### config.mk
export PLATFORM = sky130hd
export DESIGN_NAME = rcs_coex
export DESIGN_NICKNAME = d
export VERILOG_FILES = /design/src/rcs_pkg.sv /design/src/rcs_coex.sv /design/src/rcs_sync.sv
export SDC_FILE = /design/constraint.sdc
export NUM_CORES = 1
export LEC_CHECK = 0
export BUFFER_PORTS_ARGS = -buffer_cell sky130_fd_sc_hd__buf_2
export CORE_MARGIN = 4
export CORE_UTILIZATION = 40
export CTS_CLUSTER_SIZE = 24
export DETAILED_ROUTE_END_ITERATION = 6
export PLACE_DENSITY = 0.68
export SYNTH_ARGS = -nofsm -noshare
export SYNTH_HDL_FRONTEND = slang
export SYNTH_HIERARCHICAL = 1
export SYNTH_SLANG_ARGS = --single-unit
### constraint.sdc
create_clock -name clk -period 2.35 [get_ports clk]
set_input_delay 0.235 -clock clk [delete_from_list [all_inputs] [get_ports clk]]
set_output_delay 0.235 -clock clk [all_outputs]
set_load 0.005 [all_outputs]
### src/rcs_pkg.sv
// rcs_pkg: constants and carrier types for the radio coexistence signalling block
// assumes a 100 MHz system clock; no software-visible registers
package rcs_pkg;

  localparam int unsigned CLK_PERIOD_NS   = 10;
  // time-mark pulse width in ns and derived cycles
  localparam int unsigned MARK_WIDTH_NS   = 1000;
  localparam int unsigned MARK_WIDTH_CYC  = (MARK_WIDTH_NS + CLK_PERIOD_NS - 1) / CLK_PERIOD_NS;
  // once-per-second interval
  localparam int unsigned PPS_PERIOD_NS   = 1000000000;
  localparam int unsigned PPS_PERIOD_CYC  = PPS_PERIOD_NS / CLK_PERIOD_NS;
  localparam int unsigned SYNC_STAGES     = 2;
  localparam logic        RESET_LEVEL     = 1'h0;
  // counter values after reset
  localparam logic [31:0] PPS_CNT_RESET   = 32'h0;
  localparam logic [15:0] MARK_CNT_RESET  = 16'h0;

  typedef enum logic [0:0] {
    RCS_SRC_NETWORK = 1'h0,
    RCS_SRC_POS     = 1'h1
  } rcs_src_t;

  // timing inputs from the modem time base
  typedef struct packed {
    logic net_tick;
    logic pos_tick;
    logic pos_in_use;
    logic trx_on;
  } rcs_time_t;

endpackage : rcs_pkg

### src/rcs_coex.sv
// rcs_coex: three-pin coexistence signalling towards a companion radio
// assumes tick inputs are one-cycle pulses from the modem time base
// assumes the peer pin may change at any time relative to clk
// assumes one clock and no software-visible registers
//
// Contract
// - three coexistence pins, one in, two out
// - peer pin doubles as amplifier enable
// - time mark pulse locked to network time
// - positioning use gives once-per-second mark
// - modem_active_out follows own transceiver state
// - modem_active_out low grants peer air time
`timescale 1ns/100ps
`default_nettype none
module rcs_coex #(
  parameter int unsigned PPS_CYC = rcs_pkg::PPS_PERIOD_CYC
) (
  input  wire logic              clk,
  input  wire logic              rst_n,
  input  wire rcs_pkg::rcs_time_t tb,
  input  wire logic              peer_active_in,
  output logic                   time_mark_out,
  output logic                   modem_active_out,
  output logic                   peer_active,
  output logic                   lna_enable
);

  // ==========================================
  // derived counts
  // cut to the counter widths once, rather than at every compare
  localparam logic [31:0] PPS_LAST    = 32'(PPS_CYC - 1);
  localparam logic [15:0] MARK_RELOAD = 16'(rcs_pkg::MARK_WIDTH_CYC - 1);

  // ==========================================
  // carrier unpack
  logic net_tick;
  logic pos_tick;
  logic pos_in_use;
  logic trx_on;

  assign net_tick   = tb.net_tick;
  assign pos_tick   = tb.pos_tick;
  assign pos_in_use = tb.pos_in_use;
  assign trx_on     = tb.trx_on;

  // ==========================================
  // mode decode
  // positioning use re-purposes the peer pin and swaps the mark source
  function automatic rcs_pkg::rcs_src_t mark_source(input logic in_use);
    rcs_pkg::rcs_src_t sel;
    if (in_use) begin
      sel = rcs_pkg::RCS_SRC_POS;
    end else begin
      sel = rcs_pkg::RCS_SRC_NETWORK;
    end
    return sel;
  endfunction : mark_source

  // one compare shared by both halves of the peer pin split
  function automatic logic is_pos(input rcs_pkg::rcs_src_t sel);
    return sel == rcs_pkg::RCS_SRC_POS;
  endfunction : is_pos

  rcs_pkg::rcs_src_t src;

  assign src = mark_source(pos_in_use);

  // ==========================================
  // input synchroniser
  // the peer pin is asynchronous to clk, so only the synchroniser reads it
  logic peer_sync;

  rcs_sync u_sync (
    .clk   (clk),
    .rst_n (rst_n),
    .d     (peer_active_in),
    .q     (peer_sync)
  );

  // ==========================================
  // peer activity
  // pin only means peer activity while positioning is idle
  logic next_peer_active;
  logic next_lna_enable;

  assign next_peer_active = peer_sync & ~is_pos(src);
  assign next_lna_enable  = peer_sync & is_pos(src);

  always_ff @(posedge clk or negedge rst_n) begin
    if (!rst_n) begin
      peer_active <= rcs_pkg::RESET_LEVEL;
    end else begin
      peer_active <= next_peer_active;
    end
  end

  // ==========================================
  // amplifier enable
  // same pin, read as an active-high amplifier enable during positioning
  always_ff @(posedge clk or negedge rst_n) begin
    if (!rst_n) begin
      lna_enable <= rcs_pkg::RESET_LEVEL;
    end else begin
      lna_enable <= next_lna_enable;
    end
  end

  // ==========================================
  // once-per-second fallback counter
  // free runs so a lost positioning tick still yields a pulse
  logic [31:0] pps_cnt;
  logic [31:0] next_pps_cnt;
  logic        pps_wrap;
  logic        next_pps_tick;
  logic        pps_tick;

  assign pps_wrap      = (pps_cnt == PPS_LAST);
  assign next_pps_tick = pps_wrap & ~pos_tick;

  always_comb begin
    next_pps_cnt = pps_cnt + 32'h1;
    if (pos_tick || pps_wrap) begin
      next_pps_cnt = rcs_pkg::PPS_CNT_RESET;
    end
  end

  always_ff @(posedge clk or negedge rst_n) begin
    if (!rst_n) begin
      pps_cnt <= rcs_pkg::PPS_CNT_RESET;
    end else begin
      pps_cnt <= next_pps_cnt;
    end
  end

  // ==========================================
  // fallback tick
  // a real tick in the wrap cycle wins, so the mark never doubles
  always_ff @(posedge clk or negedge rst_n) begin
    if (!rst_n) begin
      pps_tick <= rcs_pkg::RESET_LEVEL;
    end else begin
      pps_tick <= next_pps_tick;
    end
  end

  // ==========================================
  // time mark source select
  // no default: both codes of the one-bit source are legal
  logic net_fire;
  logic pos_fire;
  logic fire;

  assign net_fire = net_tick;
  assign pos_fire = pos_tick | pps_tick;

  always_comb begin
    unique case (src)
      rcs_pkg::RCS_SRC_NETWORK: fire = net_fire;
      rcs_pkg::RCS_SRC_POS:     fire = pos_fire;
    endcase
  end

  // ==========================================
  // time mark pulse stretcher
  // a tick during a pulse restarts the full width instead of being lost
  logic [15:0] mark_cnt;
  logic [15:0] next_mark_cnt;
  logic        mark_busy;

  assign mark_busy = (mark_cnt != rcs_pkg::MARK_CNT_RESET);

  always_comb begin
    next_mark_cnt = mark_cnt;
    if (fire) begin
      next_mark_cnt = MARK_RELOAD;
    end else if (mark_busy) begin
      next_mark_cnt = mark_cnt - 16'h1;
    end
  end

  always_ff @(posedge clk or negedge rst_n) begin
    if (!rst_n) begin
      mark_cnt <= rcs_pkg::MARK_CNT_RESET;
    end else begin
      mark_cnt <= next_mark_cnt;
    end
  end

  // ==========================================
  // time mark output
  // high from the tick until the count drains, then low
  logic next_time_mark;

  always_comb begin
    next_time_mark = time_mark_out;
    if (fire) begin
      next_time_mark = 1'h1;
    end else if (!mark_busy) begin
      next_time_mark = 1'h0;
    end
  end

  always_ff @(posedge clk or negedge rst_n) begin
    if (!rst_n) begin
      time_mark_out <= rcs_pkg::RESET_LEVEL;
    end else begin
      time_mark_out <= next_time_mark;
    end
  end

  // ==========================================
  // modem active / inverted grant
  // low while the own transceiver is off, which the peer reads as a grant
  always_ff @(posedge clk or negedge rst_n) begin
    if (!rst_n) begin
      modem_active_out <= rcs_pkg::RESET_LEVEL;
    end else begin
      modem_active_out <= trx_on;
    end
  end

endmodule : rcs_coex
`default_nettype wire

### src/rcs_sync.sv
// rcs_sync: two-flop synchroniser for one asynchronous level
// assumes the first flop feeds only the second
`timescale 1ns/100ps
`default_nettype none
module rcs_sync (
  input  wire logic clk,
  input  wire logic rst_n,
  input  wire logic d,
  output logic      q
);
  logic meta;

  always_ff @(posedge clk or negedge rst_n) begin
    if (!rst_n) begin
      meta <= 1'h0;
      q    <= 1'h0;
    end else begin
      meta <= d;
      q    <= meta;
    end
  end
endmodule : rcs_sync
`default_nettype wire
## Word level (Yosys, flattened, before mapping)

Cells that the tools add are included.
W data, S select, Z words.

| word-level totals | value |
|---|---|
| register bits | 55 |
| input bits | 7 |
| logic and storage cells | 29 |

| operators by class | value |
|---|---|
| add/subtract/negate cells | 2 |
| eq/ne operators | 2 |
| mux-type cells | 7 |
| bitwise logic cells | 6 |
| reduce and logical (&&, ||, !) cells | 3 |

Operators with widths:

| kind | number |
|---|---|
| $add A32 B1 Y32 const B | 1 |
| $eq A32 B27 Y1 const B | 1 |
| $mux W16 | 2 |
| $mux W32 | 1 |
| $reduce_bool A16 Y1 | 1 |
| $sub A16 B1 Y16 const B | 1 |
| $and A1 B1 Y1 | 3 |
| $mux W1 | 3 |
| $ne A2 B2 Y1 const B | 1 |
| $not A1 Y1 | 2 |
| $pmux W1 S2 | 1 |
| $reduce_bool A2 Y1 | 1 |
| $logic_or A1 B1 Y1 | 1 |
| $or A1 B1 Y1 | 1 |

## Depth between registers and ports, before layout

| depth | value |
|---|---|
| depth in word-level cells | 4 |
| mapped depth | 8 |
| mapped depth without buffers | 6 |

## By module

The synthesis kept the hierarchy.

Modules (own cells, without submodules):

| module | instances | cells an instance | area an instance (um^2) |
|---|---|---|---|
| rcs_coex | 1 | 307 | 2,919.0 |
| rcs_sync | 1 | 2 | 50.0 |

## Worst setup path before layout

Ideal clock, no wire load.

| path | value |
|---|---|
| path type | reg2reg |
| start | reg mark_cnt[0] |
| end | reg mark_cnt[3] |
| setup time | 0.078 ns |
| arrival | 1.720 ns |
| data required time | 2.272 ns |
| slack | 0.552 ns |
| cell stages (with the launch flop) | 9 |
| path buffers | 2 |
| clock period less this slack | 1.798 ns |
| cells stage by stage | dfrtp_1 -> inv_1 -> ha_1 -> nor3b_1 -> and4_1 -> buf_2 -> buf_2 -> or4_1 -> a21oi_1 |

| between the ends | value |
|---|---|
| word-level cells in the longest chain between the ends | 3 |

Ends and longest elaborated chain:

| element | line | RTL |
|---|---|---|
| start, declared | rcs_coex.sv:166 | `logic [15:0] mark_cnt;` |
| start signal, assigned | rcs_coex.sv:183 | `mark_cnt <= rcs_pkg::MARK_CNT_RESET;` |
| start signal, assigned | rcs_coex.sv:185 | `mark_cnt <= next_mark_cnt;` |
| $sub A16 B1 Y16 | rcs_coex.sv:177 | `next_mark_cnt = mark_cnt - 16'h1;` |
| $mux W16 | rcs_coex.sv:176 | `end else if (mark_busy) begin` |
| $mux W16 | rcs_coex.sv:174 | `if (fire) begin` |

Several ways; a longest one is shown, not always the timed one. The select of a mux whose other input is x is not followed.
A chain may end at the register's enable or synchronous reset.

## Worst setup path in the final report

| path | value |
|---|---|
| start | reg mark_cnt[0] |
| end | reg mark_cnt[5] |

The elaborated chain is that of the path after synthesis.

==> impl_metrics.json <==
{
  "cts_root_buf": "clkbuf_8",
  "start_util_pct": 41.2,
  "crit_path_start_kind": "flop",
  "drive_above_1_share_pct": 10.8,
  "clock_sinks": 55,
  "fmax_mhz": 490,
  "die_area_um2": 8870,
  "crit_arrival_ps": 2220,
  "ir_drop_v": 0.000317,
  "crit_required_ps": 2530,
  "firstDrtPassIters": 4,
  "ctsHtreeMaxLevel": 2,
  "grt_pass1_wl_mm": 11.1,
  "cts_made_buffers": 5,
  "status": "finished clean",
  "synthFlopType": "dfrtp_1",
  "fp-row-count": 31,
  "timing.final.max_slew_violations": 0,
  "grt.overflow.total": 0,
  "worst_slack_ps": 308,
  "die_h_um": 94.2,
  "insertion_delay_ps": 300,
  "tightest_slew_ps": 589,
  "end_kind": "flop",
  "core_um2": 7210,
  "hpwl_mm": 4.40,
  "final_core_util_pct": 44.1,
  "pre_cts_ws_ps": 311,
  "reg2reg_slack_ps": 310,
  "first_iter_violations": 101,
  "syn2layout_area_growth_pct": 7.04,
  "synth-edff-count": 0,
  "wl_per_cell_um": 15.1,
  "p_leak_uw": 0.00124,
  "p_per_area_nw_per_um2": 503,
  "fp.dieW_um": 94.2,
  "syn-cell-area_um2": 2970,
  "crit_fanout": 16,
  "synth.net_count": 318,
  "finClkSkew_ps": 6.01,
  "via_per_inst": 5.86,
  "nets": 325,
  "synth_cell_types": 46,
  "ioPinCount": 11,
  "grt_usage_pct": 15.3,
  "antenna_found_initial": 0,
  "drtAntennaViolNets": 0,
  "hold_path_class": "input port to flop",
  "routed_wl_mm": 6.27,
  "rr_worst_depth": 6,
  "timing.slew.headroom_pct": 60.3,
  "grt_max_degree": 46,
  "antenna-diode-count": 0,
  "finalSetupViolCount": 0,
  "finalCritPeriodShare_pct": 86.9,
  "hold_start": "peer_active_in",
  "grt_pass1_vias": 2349,
  "clockBufferDepth": 2,
  "fillers": 722,
  "yosysSeqAreaShare_pct": 46.4,
  "clkTransAtPathRegs_ps": 100,
  "vias": 2433,
  "syn_inst": 309,
  "holdPathEnd": "u_sync/meta",
  "yosysWarnings": 6,
  "io_buffers": 10,
  "critical_path_class": "flop to flop",
  "dp_cells": 407,
  "fin_tns_setup_ps": 0,
  "hold_viol_final": 0,
  "drc": 0,
  "holdPathStages": 1,
  "ys_seq_elements": 55,
  "reg2reg_from": "mark_cnt[0]",
  "min_period_ps": 2040,
  "cts_tree": "built",
  "rsz0062_at_grt": "false",
  "place_congestion": 0.881,
  "avgSynthCellArea_um2": 9.61,
  "reg2reg_to": "mark_cnt[5]",
  "cap_violations": 0,
  "final_cells": 415,
  "synthArstFlopShare_pct": 100
}
-- sequential cells by signal, indices dropped and copies added, names as in the netlist --
| register | cells |
|---|---|
| peer_active | 1 |
| pps_tick | 1 |
| modem_active_out | 1 |
| u_sync/q | 1 |
| mark_cnt | 16 |
| pps_cnt | 32 |
| lna_enable | 1 |
| time_mark_out | 1 |
| u_sync/meta | 1 |
-- power by group --
part | internal (µW) | total (µW) | switching (µW) | leakage [µW]
Sequential | 963 | 979 | 16.8 | 0.000733
Combinational | 33.5 | 97.7 | 64.2 | 0.000459
Clock | 232 | 521 | 289 | 0.0000470
Total | 1230 | 1600 | 370 | 0.00124
-- cell usage in the layout (no fill, tap or decap), drive strengths merged --
cell type	instances
nor2b	2
o31ai	21
nor3	7
and3b	1
or3	10
and3	6
buf	13
o311ai	1
and4	6
nand2b	3
clkinv	1
nand2	30
xnor2	4
nor4bb	1
a21o	1
a21oi	32
and2	7
nor3b	1
inv	5
xor2	7
nor2	22
nand4	15
nand3b	1
dlygate4sd3	1
or4	21
o211ai	1
ha	2
nor4b	1
a31oi	1
nand3	11
o21ai	10
nor4	8
nand4b	2
dfrtp	55
clkbuf	6
-- worst max path at each step --
stage	cells past startpoint	to	from	slack [ps]
global route	6	mark_cnt[13]	mark_cnt[0]	70
detailed placement	6	mark_cnt[5]	mark_cnt[0]	310
finish	6	mark_cnt[5]	mark_cnt[0]	310
CTS	6	mark_cnt[5]	mark_cnt[0]	310
global placement	6	mark_cnt[5]	mark_cnt[0]	360
floorplan	8	mark_cnt[3]	mark_cnt[0]	550
-- stage by stage --
step	hold WS [ps]	total power, µW	area, µm²
global placement	108	1090	3080
detailed placement	109	1100	3080
global route	17.5	1680	3180
finish	35.5	1600	3180
floorplan	-60.6	1050	2970
CTS	27.8	1620	3180
-- worst max-delay path, cell delays in order, from the launching register on --
cell and delay [ps]:
dfrtp_1 390, inv_1 100, ha_1 220, nor3b_1 410
and4_1 560, or4_1 180, nand3_1 60
-- cells in the mapped netlist, drive strengths merged (6+ instances only) --
master	n	area, µm²
and3	6	37.5
nand3	11	60.1
buf	9	65.1
nand2	30	113
nor2	22	82.6
o21ai	10	50.0
dfrtp	55	1380
or4	21	165
nor3	7	35.0
and4	6	53.8
nor4	8	56.3
o31ai	21	171
nand4	15	136
a21oi	32	168
and2	7	43.8
or3	10	67.6
xor2	7	61.3
-- cell families (layout without fill, tap and decap cells) --
family / Yosys count / after routing / synth area share (%)
compound gates: 67 / 67 / 14.1
xor+xnor: 11 / 11 / 3.24
fa+ha+maj: 2 / 2 / 0.843
buf+inv: 19 / 26 / 3.50
flops: 55 / 55 / 46.4
simple gates: 155 / 155 / 31.9
-- layout make-up --
| class | instances | area (µm²) | share of cell area (%) |
|---|---|---|---|
| tap | 99 | 124 | 3.90 |
| inverter | 5 | 18.8 | 0.591 |
| timing repair buffer | 14 | 82.6 | 2.60 |
| sequential | 55 | 1380 | 43.3 |
| clock inverter | 1 | 5.00 | 0.157 |
| clock buffer | 6 | 82.6 | 2.60 |
| multi-input combinational | 235 | 1490 | 46.9 |
-- per-layer routing --
layer	up-vias	routed length, µm	GRT usage (%)
met5	-	0	0
met3	4	165	2.80
met4	0	31	3.37
met1	1214	2830	19.1
li1	1180	-	-
met2	35	3240	27.3
-- what timing repair did --
| item | in CTS | in global routing |
|---|---|---|
| setup buffers | 0 | 0 |
| endpoints found under the hold margin | 10 | 0 |
| hold buffers | 1 | 0 |
| gates resized for setup | 0 | 0 |
(Power assumes the default switching activity.)
